--- src/logic/spz_pkg.sv ---
package spz_pkg;
	// register addresses
	localparam logic [7:0] SERIAL_CONTROL_ADDR   = 8'h98;
	localparam logic [7:0] SERIAL_BUFFER_ADDR    = 8'h99;
	localparam logic [7:0] IRQ_ENABLE_ADDR       = 8'ha8;
	localparam logic [7:0] SLAVE_MATCH_VAL_ADDR  = 8'ha9;
	localparam logic [7:0] SLAVE_MATCH_MASK_ADDR = 8'hb9;
	localparam logic [7:0] POWER_CONTROL_ADDR    = 8'hc8;
	// serial control field positions
	localparam int CTL_MODE_HI = 7;
	localparam int CTL_MODE_LO = 6;
	localparam int CTL_MPE     = 5;
	localparam int CTL_REN     = 4;
	localparam int CTL_TB8     = 3;
	localparam int CTL_RB8     = 2;
	localparam int CTL_TI      = 1;
	localparam int CTL_RI      = 0;
	// interrupt enable and power control fields
	localparam int IE_GLOBAL   = 7;
	localparam int IE_SERIAL   = 4;
	localparam int PC_DOUBLE   = 7;
	localparam int PC_FE_SEL   = 6;
	// reset values
	localparam logic [7:0] CTL_RESET  = 8'h00;
	localparam logic [7:0] REG_RESET  = 8'h00;
	localparam logic [7:0] RD_UNMAPPED = 8'h00;
	// timing counts: core_clk cycles for mode 0 and the prescaler, 16x ticks and bit counts for the rest
	localparam logic [3:0] M0_SLOW_CYC = 4'd12;
	localparam logic [3:0] M0_FAST_CYC = 4'd4;
	localparam logic [1:0] M2_TICK_SLOW = 2'd3;  // 64 clocks per bit / 16
	localparam logic [1:0] M2_TICK_FAST = 2'd1;  // 32 clocks per bit / 16
	localparam logic [3:0] OVS_LAST  = 4'd15;
	localparam logic [3:0] OVS_MID   = 4'd7;
	localparam logic [3:0] BITS_M1   = 4'd10;
	localparam logic [3:0] BITS_M23  = 4'd11;
	localparam logic [3:0] DATA_M1   = 4'd8;
	localparam logic [3:0] DATA_M23  = 4'd9;
	localparam logic [2:0] M0_LAST_BIT = 3'd7;

	typedef struct packed {
		logic [7:0] addr;
		logic [7:0] wdata;
		logic       wr;
		logic       rd;
	} spz_bus_t;

	typedef enum logic [1:0] {RX_IDLE, RX_START, RX_DATA} spz_rx_state_t;
	typedef enum logic {TX_IDLE, TX_SEND} spz_tx_state_t;
endpackage : spz_pkg

--- src/logic/spz_serial_port.sv ---
// The plain strobed port was chosen for this implementation.
`timescale 1ns/1ps
// Notes on behaviour
// (RULE_01) mode bits 00: synchronous shift, 8 bits, 4 or 12 clocks per bit
// (RULE_02) mode bits 01: async 10-bit frame at external variable rate
// (RULE_03) mode bits 10: 11-bit frame at 64/32 clocks; 11: same, variable
// (RULE_04) with fe select, top bit is framing error, set on bad stop
// (RULE_05) modes 2/3 with multiproc: ninth bit 0 does not raise rx full
// (RULE_06) mode 1 with multiproc: missing stop bit does not raise rx full
// (RULE_07) mode 0: multiproc bit picks divide by 12 or by 4
// (RULE_08) reception only while rx enable is 1
// (RULE_09) modes 2/3 send the software ninth bit
// (RULE_10) rx ninth bit: ninth data bit, or stop bit in mode 1 without multiproc
// (RULE_11) tx done set after bit 8 in mode 0, at stop start otherwise
// (RULE_12) rx full set after bit 8 in mode 0, mid stop otherwise, filtered
// (RULE_13) buffer address: reads rx register, writes load and start tx
// (RULE_14) software loads the slave match value with node or broadcast address
// (RULE_15) serial irq is tx done or rx full, gated by serial enable
// (RULE_16) global enable gates all interrupts but not power fail
// (RULE_17) serial out on port 3 bit 1, serial in on port 3 bit 0
// (RULE_18) address compare only where match mask bit is 1
// (RULE_19) all-zero mask accepts any address
// (RULE_20) modes 1 and 3 use external 16x baud tick
// (RULE_21) mode 0 data lsb first on serial in pin, clock on serial out pin
module spz_serial_port
	import spz_pkg::*;
(
	input  wire logic            core_clk,
	input  wire logic            rstn,
	input  wire spz_pkg::spz_bus_t bus,
	output logic [7:0]           rdata,
	input  wire logic            baud_tick,
	input  wire logic            pfi_req,
	input  wire logic            rxd_i,
	output logic                 rxd_o,
	output logic                 rxd_oe,
	output logic                 txd_o,
	output logic                 irq
);
	import spz_pkg::*;

	logic       mode_hi_reg, mode_lo_reg, mpe_reg, ren_reg, tb8_reg, rb8_reg;
	logic       ti_reg, ri_reg, fe_reg;
	logic [7:0] ie_reg, match_val_reg, match_mask_reg, pctl_reg, rx_buf_reg;
	logic [7:0] rdata_reg;
	logic       rxd_s1_reg, rxd_s2_reg;
	logic       txd_reg, rxd_o_reg, rxd_oe_reg, irq_reg;
	logic [1:0] pre_reg;
	spz_rx_state_t rx_state_reg;
	spz_tx_state_t tx_state_reg;
	logic [3:0] rx_ovs_reg, rx_bit_reg, tx_ovs_reg, tx_bit_reg;
	logic [8:0] rx_sh_reg;
	logic [10:0] tx_sh_reg;
	logic       m0_busy_reg, m0_rx_reg;
	logic [3:0] m0_cnt_reg;
	logic [2:0] m0_bit_reg;
	logic [7:0] m0_sh_reg;

	logic mode0, mode1, mode2, mode23, fe_sel;
	logic wr_ctl, wr_buf, tx_start, tick16, pre_tick;
	logic [3:0] m0_period;
	logic [1:0] pre_limit;
	logic rx_finish, rx_accept, addr_match, ninth_in, ti_set, ri_set, m0_end;
	logic [7:0] rx_data;

	// mode decode, shared by every engine
	assign mode0  = !mode_hi_reg && !mode_lo_reg; // RULE_01
	assign mode1  = !mode_hi_reg && mode_lo_reg;  // RULE_02
	assign mode2  = mode_hi_reg && !mode_lo_reg;  // RULE_03
	assign mode23 = mode_hi_reg;                  // RULE_03
	assign fe_sel = pctl_reg[PC_FE_SEL];
	assign wr_ctl = bus.wr && bus.addr == SERIAL_CONTROL_ADDR;
	assign wr_buf = bus.wr && bus.addr == SERIAL_BUFFER_ADDR;
	assign tx_start = wr_buf; // RULE_13

	// rate selection: mode 2 divides core_clk, modes 1/3 use the timer tick
	assign m0_period = mpe_reg ? M0_FAST_CYC : M0_SLOW_CYC; // RULE_07
	assign pre_limit = pctl_reg[PC_DOUBLE] ? M2_TICK_FAST : M2_TICK_SLOW;
	assign pre_tick  = pre_reg == pre_limit;
	assign tick16    = mode2 ? pre_tick : baud_tick; // RULE_20

	// receive decisions at mid stop bit
	assign rx_finish  = rx_state_reg == RX_DATA && tick16 && rx_ovs_reg == OVS_LAST
		&& rx_bit_reg == (mode1 ? DATA_M1 : DATA_M23);
	assign rx_data    = mode1 ? rx_sh_reg[8:1] : rx_sh_reg[7:0];
	assign ninth_in   = rx_sh_reg[8];
	// a cleared mask bit drops out of the compare, so an all-zero mask matches
	assign addr_match = ((rx_data ^ match_val_reg) & match_mask_reg) == 8'h00; // RULE_18 RULE_19
	always_comb
	begin
		rx_accept = 1'b1;
		if (mpe_reg && mode1 && !rxd_s2_reg)
			rx_accept = 1'b0; // RULE_06
		if (mpe_reg && mode23 && (!ninth_in || !addr_match))
			rx_accept = 1'b0; // RULE_05
	end
	assign m0_end = m0_busy_reg && m0_cnt_reg == m0_period - 4'd1
		&& m0_bit_reg == M0_LAST_BIT;
	assign ti_set = (m0_end && !m0_rx_reg)
		|| (tx_state_reg == TX_SEND && tick16 && tx_ovs_reg == OVS_LAST
		&& tx_bit_reg == (mode1 ? BITS_M1 : BITS_M23) - 4'd2); // RULE_11
	assign ri_set = (m0_end && m0_rx_reg) || (rx_finish && rx_accept); // RULE_12

	// pin synchroniser, first stage read only by the second
	always_ff @(posedge core_clk or negedge rstn)
	begin
		if (!rstn)
		begin
			rxd_s1_reg <= 1'b1;
			rxd_s2_reg <= 1'b1;
		end
		else
		begin
			rxd_s1_reg <= rxd_i; // RULE_17
			rxd_s2_reg <= rxd_s1_reg;
		end
	end

	// serial control: hardware sets win over a software clear in the same cycle
	always_ff @(posedge core_clk or negedge rstn)
	begin
		if (!rstn)
		begin
			{mode_hi_reg, mode_lo_reg, mpe_reg, ren_reg} <= CTL_RESET[7:4];
			{tb8_reg, rb8_reg, ti_reg, ri_reg} <= CTL_RESET[3:0];
			fe_reg <= 1'b0;
		end
		else
		begin
			if (wr_ctl)
			begin
				if (!fe_sel)
					mode_hi_reg <= bus.wdata[CTL_MODE_HI];
				mode_lo_reg <= bus.wdata[CTL_MODE_LO];
				mpe_reg     <= bus.wdata[CTL_MPE];
				ren_reg     <= bus.wdata[CTL_REN];
				tb8_reg     <= bus.wdata[CTL_TB8];
			end
			if (rx_finish && rx_accept && (mode23 || !mpe_reg))
				rb8_reg <= mode23 ? ninth_in : rxd_s2_reg; // RULE_10
			else if (wr_ctl)
				rb8_reg <= bus.wdata[CTL_RB8];
			if (ti_set)
				ti_reg <= 1'b1; // RULE_11
			else if (wr_ctl)
				ti_reg <= bus.wdata[CTL_TI];
			if (ri_set)
				ri_reg <= 1'b1; // RULE_12
			else if (wr_ctl)
				ri_reg <= bus.wdata[CTL_RI];
			if (rx_finish && !rxd_s2_reg)
				fe_reg <= 1'b1; // RULE_04
			else if (wr_ctl && fe_sel)
				fe_reg <= bus.wdata[CTL_MODE_HI];
		end
	end

	// plain software registers
	always_ff @(posedge core_clk or negedge rstn)
	begin
		if (!rstn)
		begin
			ie_reg         <= REG_RESET;
			match_val_reg  <= REG_RESET;
			match_mask_reg <= REG_RESET;
			pctl_reg       <= REG_RESET;
		end
		else if (bus.wr)
		begin
			case (bus.addr)
				IRQ_ENABLE_ADDR:       ie_reg <= bus.wdata;
				SLAVE_MATCH_VAL_ADDR:  match_val_reg <= bus.wdata; // RULE_14
				SLAVE_MATCH_MASK_ADDR: match_mask_reg <= bus.wdata;
				POWER_CONTROL_ADDR:    pctl_reg <= bus.wdata;
				default:               ie_reg <= ie_reg;
			endcase
		end
	end

	// read port, data one cycle after the strobe
	always_ff @(posedge core_clk or negedge rstn)
	begin
		if (!rstn)
			rdata_reg <= RD_UNMAPPED;
		else if (bus.rd)
		begin
			case (bus.addr)
				SERIAL_CONTROL_ADDR: rdata_reg <= {fe_sel ? fe_reg : mode_hi_reg,
					mode_lo_reg, mpe_reg, ren_reg, tb8_reg, rb8_reg, ti_reg, ri_reg}; // RULE_04
				SERIAL_BUFFER_ADDR:    rdata_reg <= rx_buf_reg; // RULE_13
				IRQ_ENABLE_ADDR:       rdata_reg <= ie_reg;
				SLAVE_MATCH_VAL_ADDR:  rdata_reg <= match_val_reg;
				SLAVE_MATCH_MASK_ADDR: rdata_reg <= match_mask_reg;
				POWER_CONTROL_ADDR:    rdata_reg <= pctl_reg;
				default:               rdata_reg <= RD_UNMAPPED;
			endcase
		end
		else
			rdata_reg <= RD_UNMAPPED;
	end

	// mode 2 prescaler, free running
	always_ff @(posedge core_clk or negedge rstn)
	begin
		if (!rstn)
			pre_reg <= 2'd0;
		else
			pre_reg <= pre_tick ? 2'd0 : pre_reg + 2'd1;
	end

	// async transmitter: start, 8 data, ninth or stop, stop; lsb first
	always_ff @(posedge core_clk or negedge rstn)
	begin
		if (!rstn)
		begin
			tx_state_reg <= TX_IDLE;
			tx_sh_reg    <= '1;
			tx_ovs_reg   <= 4'd0;
			tx_bit_reg   <= 4'd0;
		end
		else
		begin
			case (tx_state_reg)
				TX_IDLE:
					if (tx_start && !mode0)
					begin
						tx_sh_reg  <= {1'b1, mode23 ? tb8_reg : 1'b1,
							bus.wdata, 1'b0}; // RULE_09
						tx_ovs_reg <= 4'd0;
						tx_bit_reg <= 4'd0;
						tx_state_reg <= TX_SEND;
					end
				TX_SEND:
					if (tick16)
					begin
						tx_ovs_reg <= tx_ovs_reg + 4'd1;
						if (tx_ovs_reg == OVS_LAST)
						begin
							tx_sh_reg  <= {1'b1, tx_sh_reg[10:1]};
							tx_bit_reg <= tx_bit_reg + 4'd1;
							if (tx_bit_reg == (mode1 ? BITS_M1 : BITS_M23) - 4'd1)
								tx_state_reg <= TX_IDLE; // RULE_02 RULE_03
						end
					end
				default: tx_state_reg <= TX_IDLE;
			endcase
		end
	end

	// async receiver, 16x oversampled, sampling at mid bit
	always_ff @(posedge core_clk or negedge rstn)
	begin
		if (!rstn)
		begin
			rx_state_reg <= RX_IDLE;
			rx_ovs_reg   <= 4'd0;
			rx_bit_reg   <= 4'd0;
			rx_sh_reg    <= 9'h000;
		end
		else if (!ren_reg || mode0)
			rx_state_reg <= RX_IDLE; // RULE_08
		else if (tick16)
		begin
			rx_ovs_reg <= rx_ovs_reg + 4'd1;
			case (rx_state_reg)
				RX_IDLE:
					if (!rxd_s2_reg)
					begin
						rx_ovs_reg   <= 4'd0;
						rx_state_reg <= RX_START;
					end
				RX_START:
					if (rx_ovs_reg == OVS_MID)
					begin
						// a start bit gone high by mid bit is noise
						rx_state_reg <= rxd_s2_reg ? RX_IDLE : RX_DATA;
						rx_ovs_reg   <= 4'd0;
						rx_bit_reg   <= 4'd0;
					end
				RX_DATA:
					if (rx_ovs_reg == OVS_LAST)
					begin
						rx_bit_reg <= rx_bit_reg + 4'd1;
						if (rx_finish)
							rx_state_reg <= RX_IDLE;
						else
							rx_sh_reg <= {rxd_s2_reg, rx_sh_reg[8:1]};
					end
				default: rx_state_reg <= RX_IDLE;
			endcase
		end
	end

	// mode 0 shift engine: a buffer write sends, else rx enable with rx full clear receives
	always_ff @(posedge core_clk or negedge rstn)
	begin
		if (!rstn)
		begin
			m0_busy_reg <= 1'b0;
			m0_rx_reg   <= 1'b0;
			m0_cnt_reg  <= 4'd0;
			m0_bit_reg  <= 3'd0;
			m0_sh_reg   <= 8'h00;
		end
		else if (!mode0)
			m0_busy_reg <= 1'b0;
		else if (!m0_busy_reg)
		begin
			m0_cnt_reg <= 4'd0;
			m0_bit_reg <= 3'd0;
			if (tx_start || (ren_reg && !ri_reg))
			begin
				m0_busy_reg <= 1'b1;
				m0_rx_reg   <= !tx_start;
				m0_sh_reg   <= bus.wdata;
			end
		end
		else if (m0_cnt_reg == m0_period - 4'd1)
		begin
			// clock ends its high half here and falls next; capture or move to the next bit, lsb first
			m0_cnt_reg <= 4'd0;
			m0_bit_reg <= m0_bit_reg + 3'd1;
			m0_sh_reg  <= {m0_rx_reg ? rxd_s2_reg : 1'b1, m0_sh_reg[7:1]}; // RULE_21
			if (m0_bit_reg == M0_LAST_BIT)
				m0_busy_reg <= 1'b0; // RULE_01
		end
		else
			m0_cnt_reg <= m0_cnt_reg + 4'd1;
	end

	// receive buffer loads only on an accepted frame
	always_ff @(posedge core_clk or negedge rstn)
	begin
		if (!rstn)
			rx_buf_reg <= 8'h00;
		else if (m0_end && m0_rx_reg)
			rx_buf_reg <= {rxd_s2_reg, m0_sh_reg[7:1]};
		else if (rx_finish && rx_accept)
			rx_buf_reg <= rx_data; // RULE_12
	end

	// pins and interrupt, all registered
	always_ff @(posedge core_clk or negedge rstn)
	begin
		if (!rstn)
		begin
			txd_reg    <= 1'b1;
			rxd_o_reg  <= 1'b1;
			rxd_oe_reg <= 1'b0;
			irq_reg    <= 1'b0;
		end
		else
		begin
			// shift clock is low for the first half of each bit
			txd_reg    <= mode0 ? !(m0_busy_reg && m0_cnt_reg < (m0_period >> 1))
				: tx_sh_reg[0]; // RULE_17 RULE_21
			rxd_o_reg  <= m0_sh_reg[0];
			rxd_oe_reg <= mode0 && m0_busy_reg && !m0_rx_reg; // RULE_21
			irq_reg    <= pfi_req || (ie_reg[IE_GLOBAL] && ie_reg[IE_SERIAL]
				&& (ti_reg || ri_reg)); // RULE_15 RULE_16
		end
	end

	assign rdata  = rdata_reg;
	assign txd_o  = txd_reg;
	assign rxd_o  = rxd_o_reg;
	assign rxd_oe = rxd_oe_reg;
	assign irq    = irq_reg;

	// checks
	a_ti_sticky: assert property (@(posedge core_clk) disable iff (!rstn) // RULE_11
		ti_reg && !wr_ctl |=> ti_reg) else $error("tx done dropped");
	a_ri_sticky: assert property (@(posedge core_clk) disable iff (!rstn) // RULE_12
		ri_reg && !wr_ctl |=> ri_reg) else $error("rx full dropped");
	a_fe_bad_stop: assert property (@(posedge core_clk) disable iff (!rstn) // RULE_04
		rx_finish && !rxd_s2_reg |=> fe_reg) else $error("framing error missed");
	a_mpe_ninth: assert property (@(posedge core_clk) disable iff (!rstn) // RULE_05
		rx_finish && mode23 && mpe_reg && !ninth_in && !ri_reg && !wr_ctl && !m0_end
		|=> !ri_reg) else $error("rx full on ninth bit 0");
	a_mpe_stop: assert property (@(posedge core_clk) disable iff (!rstn) // RULE_06
		rx_finish && mode1 && mpe_reg && !rxd_s2_reg && !ri_reg && !wr_ctl
		|=> !ri_reg) else $error("rx full on bad stop");
	a_rx_disabled: assert property (@(posedge core_clk) disable iff (!rstn) // RULE_08
		!ren_reg |=> rx_state_reg == RX_IDLE) else $error("rx runs while disabled");
	a_m0_fast_clk: assert property (@(posedge core_clk) disable iff (!rstn) // RULE_07
		m0_busy_reg && mpe_reg && $stable(mpe_reg) |-> m0_cnt_reg <= 4'd3)
		else $error("mode 0 fast period wrong");
	a_tx_ninth: assert property (@(posedge core_clk) disable iff (!rstn) // RULE_09
		tx_start && mode23 && tx_state_reg == TX_IDLE |=> tx_sh_reg[9] == $past(tb8_reg))
		else $error("ninth bit not loaded");
	a_buf_read: assert property (@(posedge core_clk) disable iff (!rstn) // RULE_13
		bus.rd && bus.addr == SERIAL_BUFFER_ADDR |=> rdata == $past(rx_buf_reg))
		else $error("buffer read wrong");
	a_irq_gate: assert property (@(posedge core_clk) disable iff (!rstn) // RULE_16
		!pfi_req && !(ie_reg[IE_GLOBAL] && ie_reg[IE_SERIAL]) |=> !irq)
		else $error("irq without enable");
endmodule : spz_serial_port

--- config.mk ---
export PLATFORM = sky130hd
export DESIGN_NAME = spz_serial_port
export DESIGN_NICKNAME = d
export VERILOG_FILES = /design/src/logic/spz_pkg.sv /design/src/logic/spz_serial_port.sv
export SDC_FILE = /design/constraint.sdc
export NUM_CORES = 1
export LEC_CHECK = 0
export ABC_AREA = 1
export BUFFER_PORTS_ARGS = -buffer_cell sky130_fd_sc_hd__buf_2
export CAP_MARGIN = 20
export CORE_ASPECT_RATIO = 0.6
export CORE_MARGIN = 2
export CORE_UTILIZATION = 50
export DETAILED_ROUTE_END_ITERATION = 7
export PLACE_DENSITY = 0.7
export SLEW_MARGIN = 20
export SYNTH_ARGS = -nofsm -noshare
export SYNTH_HDL_FRONTEND = slang
export SYNTH_SLANG_ARGS = --single-unit
--- constraint.sdc ---
create_clock -name core_clk -period 2.2 [get_ports core_clk]
set_clock_uncertainty 0.2 [all_clocks]
set_input_delay 0.11 -clock core_clk [delete_from_list [all_inputs] [get_ports core_clk]]
set_output_delay 0.11 -clock core_clk [all_outputs]
set_load 0.005 [all_outputs]
==> run summary, run 1 <==
result of the run -> finished, final reports clean
Buffers & Inverters on Critical Path -> 2
Power Density -> 883 nW/um^2
Initial DRT Pass Iterations -> 6
pin slew with the least headroom to its limit -> 0.591 ns
kind of start point of the critical path -> register
mean area per synthesized cell -> 7.99 um^2
final cycle utilization of the critical path -> 94.9%
Crit Path Category -> reg2reg
cell taking the most area after synthesis -> sky130_fd_sc_hd__dfrtp_1
number of unique standard cell types used by synthesis -> 43
slowest stage cell on the critical path -> sky130_fd_sc_hd__dfrtp_1
setup slack of the critical path after layout -> 0.112 ns
sum of overflow across all layers after global routing -> 0
global router's overall resource usage -> 28.4%
cell area reported after detailed placement -> 6530 um^2
detailed placer's ending HPWL -> 12,400 um
worst supply voltage drop on vdd -> 0.489 mV
max-slew violations -> 0
Detail Route Antenna Nets -> 0
layout overhead on the synthesized area -> 23.8%
DRC marker count from the first detailed-route iteration -> 670
commonest register cell after synthesis -> sky130_fd_sc_hd__dfrtp_1
worst endpoint required time -> 2.35 ns
area of combinational cells with multiple inputs -> 2550 um^2
Relative slew margins -> 60.5%
Synth Warn # -> 0
largest cells by area after synthesis -> sky130_fd_sc_hd__dfrtp_1 44%, sky130_fd_sc_hd__nand2_1 13%, sky130_fd_sc_hd__o21ai_0 6.7%
count of input and output buffers -> 34
post-route DRC violation count -> 0
Clock Root Buffer -> sky130_fd_sc_hd__clkbuf_16
Clock transition at path regs -> 0.06 ns
via count -> 5,491
depth of the CTS H-tree -> 4
share of synthesized flip-flops with an asynchronous set or reset -> 100%
Routability Congestion -> 0.969
Wirelength per Cell -> 17.0 um
vias in the first global route -> 5,227
Post-Synthesis Net Count -> 781
CP delay by family, top -> simple AND/OR/NAND/NOR gates
number of nets in the layout -> 866
number of max-cap violations -> 0
maximum fanout encountered on the critical timing path -> 12
Skew-Pair Late Insertion Delay -> 0.41 ns
Seq. cell area -> 3020 um^2
number of flops mapped to enable cells by yosys -> 0
flip-flop count of the largest register, all copies and words added -> 10
drt via density -> 5.47
post-route standard cell area excluding fillers -> 7380 um^2
Lkg Pwr -> 3.71 nW
worst-path cell chain -> inv_2 -> buf_6 -> nand3_1 -> and2_1 -> nor2_1 -> nor2_1 -> nor2_2 -> nand3_1 -> nand2_2 -> nand2_4 -> nand2_4 -> nand2_1 -> nand2_1
maximum frequency from static timing analysis -> 479 MHz
Crit path largest cell delay -> 0.38 ns
clock buffer count from CTS -> 17
worst min-delay path class -> in2async
dpl ws -> 0.0134 ns
pin count of the biggest net entering global routing -> 66
first-pass GRT wire length -> 27,500 um
number of hold-slack violations in the final timing report -> 0
maximum buffer depth of the clock tree -> 2
Seq cells post-synth -> 120
clock tree sinks -> 120
Arrival @ worst endpoint -> 2.23 ns
fraction of final layout cells sized beyond drive strength 1 -> 16.1%
initial antenna violation count -> 0
CP endpoint kind -> register
synthesized instance count -> 746
final critical-path required period -> 2.09 ns
final wirelength -> 17,100 um
Die X -> 145 um
Initial Util -> 52.1%
# diodes -> 0
CTS tree -> yes
fraction of the yosys area taken by sequential cells -> 50.7%
post-synth design cell area -> 5960 um^2
I/O pin total -> 35
floorplan die area -> 12,800 um^2
endpoints failing setup -> 0
Rows -> 30
Layout fillers -> 923
area of the core -> 11,400 um^2
height of the die -> 88.6 um
top cell type's share of synthesized area -> 44.5%
final cells by class:
cell class,count,share of cell area [%]
clock buffer,25,6.71
clock inverter,7,1.59
inverter,95,4.83
multi-input combinational,513,34.6
sequential,120,40.9
tap,160,2.71
timing repair buffer,84,8.61
through the flow:
step / setup TNS, ns / utilization (%) / total power [mW] / hold WS [ns] / instances
5_1_grt: -0.0391 / 64.5 / 6.82 / 0.0911 / 1004
4_1_cts: 0 / 63.7 / 6.50 / 0.0602 / 1000
3_5_place_dp: 0 / 57.1 / 3.61 / -0.263 / 954
3_3_place_gp: 0 / 57.1 / 3.55 / -0.261 / 954
6_report: 0 / 64.5 / 6.52 / 0.0343 / 1004
2_1_floorplan: 0 / - / 3.25 / -0.386 / 746
where the power goes:
group          internal (mW)  total, mW  switching [mW]
Clock                   1.90       2.87           0.974
Sequential              2.47       2.66           0.187
Combinational          0.374      0.988           0.614
Total                   4.74       6.52            1.78
tightest hold or removal path, delay by kind of cell:
family / cells / cell delay [ns]
buffers and inverters: 3 / 0.92
layout by cell type (no fill, tap or decap), types with 2 or more instances in the layout:
cell                              n
sky130_fd_sc_hd__nand2_1        207
sky130_fd_sc_hd__dfrtp_1        105
sky130_fd_sc_hd__inv_1           90
sky130_fd_sc_hd__o21ai_0         78
sky130_fd_sc_hd__nand3_1         56
sky130_fd_sc_hd__nor2_1          43
sky130_fd_sc_hd__buf_2           33
sky130_fd_sc_hd__buf_4           30
sky130_fd_sc_hd__a21oi_1         18
sky130_fd_sc_hd__o21ai_1         18
sky130_fd_sc_hd__clkbuf_16       17
sky130_fd_sc_hd__a31oi_1         14
sky130_fd_sc_hd__dlygate4sd3_1   14
sky130_fd_sc_hd__dfstp_2         14
sky130_fd_sc_hd__ha_1            12
sky130_fd_sc_hd__nor3_1          10
sky130_fd_sc_hd__o22ai_1          6
sky130_fd_sc_hd__nor2_2           4
sky130_fd_sc_hd__inv_2            4
sky130_fd_sc_hd__nor2_4           4
sky130_fd_sc_hd__nand2_4          4
sky130_fd_sc_hd__o211ai_1         4
sky130_fd_sc_hd__nand4_1          4
sky130_fd_sc_hd__xor2_1           4
sky130_fd_sc_hd__clkbuf_1         4
sky130_fd_sc_hd__clkbuf_8         4
sky130_fd_sc_hd__buf_6            4
sky130_fd_sc_hd__o21a_1           3
sky130_fd_sc_hd__clkinvlp_4       3
sky130_fd_sc_hd__bufinv_16        3
sky130_fd_sc_hd__buf_12           3
sky130_fd_sc_hd__a22o_1           2
sky130_fd_sc_hd__a21oi_2          2
sky130_fd_sc_hd__o31ai_1          2
sky130_fd_sc_hd__a32o_1           2
routing by layer:
metal	vias up	GRT usage [%]	share of wire, %
met1	2573	40.4	45
li1	2610	-	-
met2	283	40.2	40
met5	-	0	0
met3	25	10.8	13
met4	0	8.91	1.7
cells in the mapped netlist, types with 2 or more instances:
cell type                  count
sky130_fd_sc_hd__a21oi_1      20
sky130_fd_sc_hd__a22o_1        2
sky130_fd_sc_hd__a31oi_1      14
sky130_fd_sc_hd__a32o_1        2
sky130_fd_sc_hd__and2_1        2
sky130_fd_sc_hd__buf_2         5
sky130_fd_sc_hd__buf_4         2
sky130_fd_sc_hd__clkbuf_1     10
sky130_fd_sc_hd__dfrtp_1     106
sky130_fd_sc_hd__dfstp_2      14
sky130_fd_sc_hd__ha_1         12
sky130_fd_sc_hd__inv_1        90
sky130_fd_sc_hd__inv_2         4
sky130_fd_sc_hd__nand2_1     208
sky130_fd_sc_hd__nand2_2       3
sky130_fd_sc_hd__nand3_1      57
sky130_fd_sc_hd__nand4_1       4
sky130_fd_sc_hd__nor2_1       46
sky130_fd_sc_hd__nor2_2        3
sky130_fd_sc_hd__nor2_4        2
sky130_fd_sc_hd__nor3_1       10
sky130_fd_sc_hd__o211ai_1      4
sky130_fd_sc_hd__o21a_1        3
sky130_fd_sc_hd__o21ai_0      80
sky130_fd_sc_hd__o21ai_1      16
sky130_fd_sc_hd__o22ai_1       6
sky130_fd_sc_hd__o31ai_1       2
sky130_fd_sc_hd__xor2_1        4
cell families after synthesis:
family	share of synthesized area, %
flops	50.7
compound gates	14.6
buf+inv	7.34
fa+ha+maj	2.52
mux	0.168
xor+xnor	0.734
simple gates	24.0
final timing paths:
kind / to / slack, ns / startpoint / cells after the start
worst max-delay path: rx_buf_reg[5] / 0.11 / mode23 / 13
worst min-delay path: rx_sh_reg[5] / 0.03 / rstn / 3
worst max register to register: rx_buf_reg[5] / 0.11 / mode23 / 13
worst min register to register: rxd_s2_reg / 0.16 / rxd_s1_reg / 0
max in group asynchronous: rx_buf_reg[6] / 1.17 / rstn / 3
min in group core_clk: m0_rx_reg / 0.12 / bus[1] / 5
what timing repair did:
item,in CTS,in global routing
pin swaps,0,2
hold endpoints to repair,175,0
endpoints found under the setup margin,4,40
buffers inserted,0,4
cloned,0,0
hold buffers,14,0
gates resized for setup,2,18
No activity file was read; power rests on OpenSTA's default activity.
==> inputs of run 2 (changes only) <==
--- a/config.mk
+++ b/config.mk
@@ -12,7 +12,7 @@
 export CORE_MARGIN = 2
 export CORE_UTILIZATION = 50
 export DETAILED_ROUTE_END_ITERATION = 7
-export PLACE_DENSITY = 0.7
+export PLACE_DENSITY_LB_ADDON = 0.08
 export SLEW_MARGIN = 20
 export SYNTH_ARGS = -nofsm -noshare
 export SYNTH_HDL_FRONTEND = slang
==> run 2 against run 1 <==
  * Final cell count increased by 0.30%
  * First-iteration DRC count rose by 4.8%
  * Clock-buffer cell count down 1
  * Die area unchanged
  * Clock power down 11%
  * Largest cell class unchanged
  * Largest power group is now sequential cells
==> run summary, run 2 (same netlist as run 1, synthesis figures left out) <==
number of placed instances with taps included -> 954 (unchanged)
vias in the first global route -> 5,314 (+1.7%)
post-route DRC violation count -> 0 (unchanged)
result of the run -> finished, final reports clean
clock tree sinks -> 120 (unchanged)
startpoint of the lowest-slack register-to-register path -> mode23
Die X -> 145 um (unchanged)
post-route standard cell area excluding fillers -> 7320 um^2 (-0.80%)
via count -> 5,679 (+3.4%)
worst-path cell chain -> buf_4 -> nor2_2 -> inv_1 -> buf_4 -> nor2_1 -> a21oi_1 -> a21oi_1
most frequent cells in the layout -> 206 x sky130_fd_sc_hd__nand2_1, 105 x sky130_fd_sc_hd__dfrtp_1, 89 x sky130_fd_sc_hd__inv_1
worst supply voltage drop on vdd -> 0.523 mV (+6.9%)
final cycle utilization of the critical path -> 95.0% (about the same)
global router's overall resource usage -> 29.2% (+0.87 points)
depth of the CTS H-tree -> 4 (unchanged)
fin cells -> 1,007 (+0.30%)
Skew-Pair Late Insertion Delay -> 0.41 ns (about the same)
pin count of the biggest net entering global routing -> 45 (-32%)
Arrival @ worst endpoint -> 2.23 ns (about the same)
Relative slew margins -> 60.0% (-0.50 points)
fraction of final layout cells sized beyond drive strength 1 -> 16.6% (+0.53 points)
final wirelength -> 17,500 um (+2.5%)
cell area reported after detailed placement -> 6530 um^2 (unchanged)
layout overhead on the synthesized area -> 22.8%
detailed placer's ending HPWL -> 13,000 um (+4.8%)
clock buffer count from CTS -> 17 (unchanged)
# diodes -> 0 (unchanged)
I/O pin total -> 35 (unchanged)
Lkg Pwr -> 3.69 nW (-0.61%)
number of max-cap violations -> 0 (unchanged)
height of the die -> 88.6 um (unchanged)
area of the core -> 11,400 um^2 (unchanged)
number of nets in the layout -> 869 (+0.35%)
max-slew violations -> 0 (unchanged)
maximum frequency from static timing analysis -> 479 MHz (about the same)
first-pass GRT wire length -> 28,600 um (+4.0%)
flip-flop count of the largest register, all copies and words added -> 10 (unchanged)
launch point of the worst path -> mode23
Crit path largest cell delay -> 0.40 ns (+0.02 ns)
CTS tree -> yes
Detail Route Antenna Nets -> 0 (unchanged)
maximum buffer depth of the clock tree -> 2 (unchanged)
drt via density -> 5.64 (+3.1%)
Initial Util -> 52.1% (unchanged)
Crit Path Category -> reg2reg
floorplan die area -> 12,800 um^2 (unchanged)
worst endpoint required time -> 2.34 ns (about the same)
sum of overflow across all layers after global routing -> 0 (unchanged)
Rows -> 30 (unchanged)
DRC marker count from the first detailed-route iteration -> 702 (+4.8%)
pin slew with the least headroom to its limit -> 0.600 ns (+0.00888 ns)
worst min-delay path class -> in2async
Power Density -> 845 nW/um^2 (-4.3%)
Routability Congestion -> 0.997 (+2.9%)
total power -> 6.19 mW (-5.0%)
Clock transition at path regs -> 0.06 ns (about the same)
count of input and output buffers -> 34 (unchanged)
Clock Root Buffer -> sky130_fd_sc_hd__clkbuf_16
Initial DRT Pass Iterations -> 6 (unchanged)
endpoints failing setup -> 0 (unchanged)
kind of start point of the critical path -> register
most common cell after layout, fill and taps aside -> sky130_fd_sc_hd__nand2_1
CP endpoint kind -> register
initial antenna violation count -> 0 (unchanged)
Wirelength per Cell -> 17.4 um (+2.2%)
final critical-path required period -> 2.09 ns (+0.000636 ns)
number of hold-slack violations in the final timing report -> 0 (unchanged)
slowest stage cell on the critical path -> sky130_fd_sc_hd__dfrtp_1
maximum fanout encountered on the critical timing path -> 7 (-5)
==> run 2: cell types whose count changed in the layout (fill, tap and decap cells not counted), moves of 2 or more <==
cell,delta
sky130_fd_sc_hd__buf_4,+6
sky130_fd_sc_hd__buf_6,-2
sky130_fd_sc_hd__bufinv_16,-3
sky130_fd_sc_hd__clkinv_2,+4
sky130_fd_sc_hd__nand2_2,+2
sky130_fd_sc_hd__nand2_4,-3
sky130_fd_sc_hd__nand2_8,+2
sky130_fd_sc_hd__nor2_4,-2
==> run 2: final cells by class <==
class                      count  area (um^2)
clock buffer                  24          492
clock inverter                 8         48.8
fill                         990         4130
inverter                      95          359
multi-input combinational    513         2550
sequential                   120         3020
tap                          160          200
timing repair buffer          87          648
==> run 2: per-stage QoR <==
stage          hold WS, ns  setup WS (ns)  util (%)  setup TNS (ns)
2_1_floorplan       -0.386          0.255         -               0
3_3_place_gp       -0.0524       -0.00953      57.1         -0.0113
3_5_place_dp       -0.0350       -0.00401      57.1        -0.00523
4_1_cts             0.0740         0.0382      63.0               0
5_1_grt              0.123        -0.0148      64.0         -0.0341
6_report            0.0572          0.111      64.0               0
==> run 2: worst paths after layout <==
kind | to | slack [ns] | cells past startpoint
setup / recovery | m0_bit_reg[0] | 0.11 | 7
hold / removal | rx_sh_reg[4] | 0.06 | 2
setup reg to reg | m0_bit_reg[0] | 0.11 | 7
hold reg to reg | rxd_s2_reg | 0.15 | 0
max in group asynchronous | rdata[2] | 0.98 | 3
min in group core_clk | m0_rx_reg | 0.11 | 4
==> run 2: critical path, delay by kind of cell (launching register included) <==
family,cells,cell delay [ns]
compound gates,2,0.25
flops,1,0.40
simple gates,2,0.69
buf+inv,3,0.47
==> run 2: repair_timing <==
action | in CTS | in global routing
pin swaps | 0 | 2
setup endpoints to repair | 9 | 29
hold buffers | 13 | 0
endpoints found under the hold margin | 124 | 0
buffers inserted | 0 | 8
resized for setup | 4 | 14
==> run 2: power breakdown <==
| group | leakage, nW | switching, mW | internal, mW |
|---|---|---|---|
| registers | 1.41 | 0.188 | 2.47 |
| clock network | 0.266 | 0.989 | 1.55 |
| logic | 2.01 | 0.621 | 0.373 |
| total | 3.69 | 1.80 | 4.39 |
==> run 2: metal layers <==
layer	wire length (um)	GRT usage, %
met5	0	0
met4	369	9.54
met3	1590	6.13
met2	6930	41.6
met1	8590	44.6
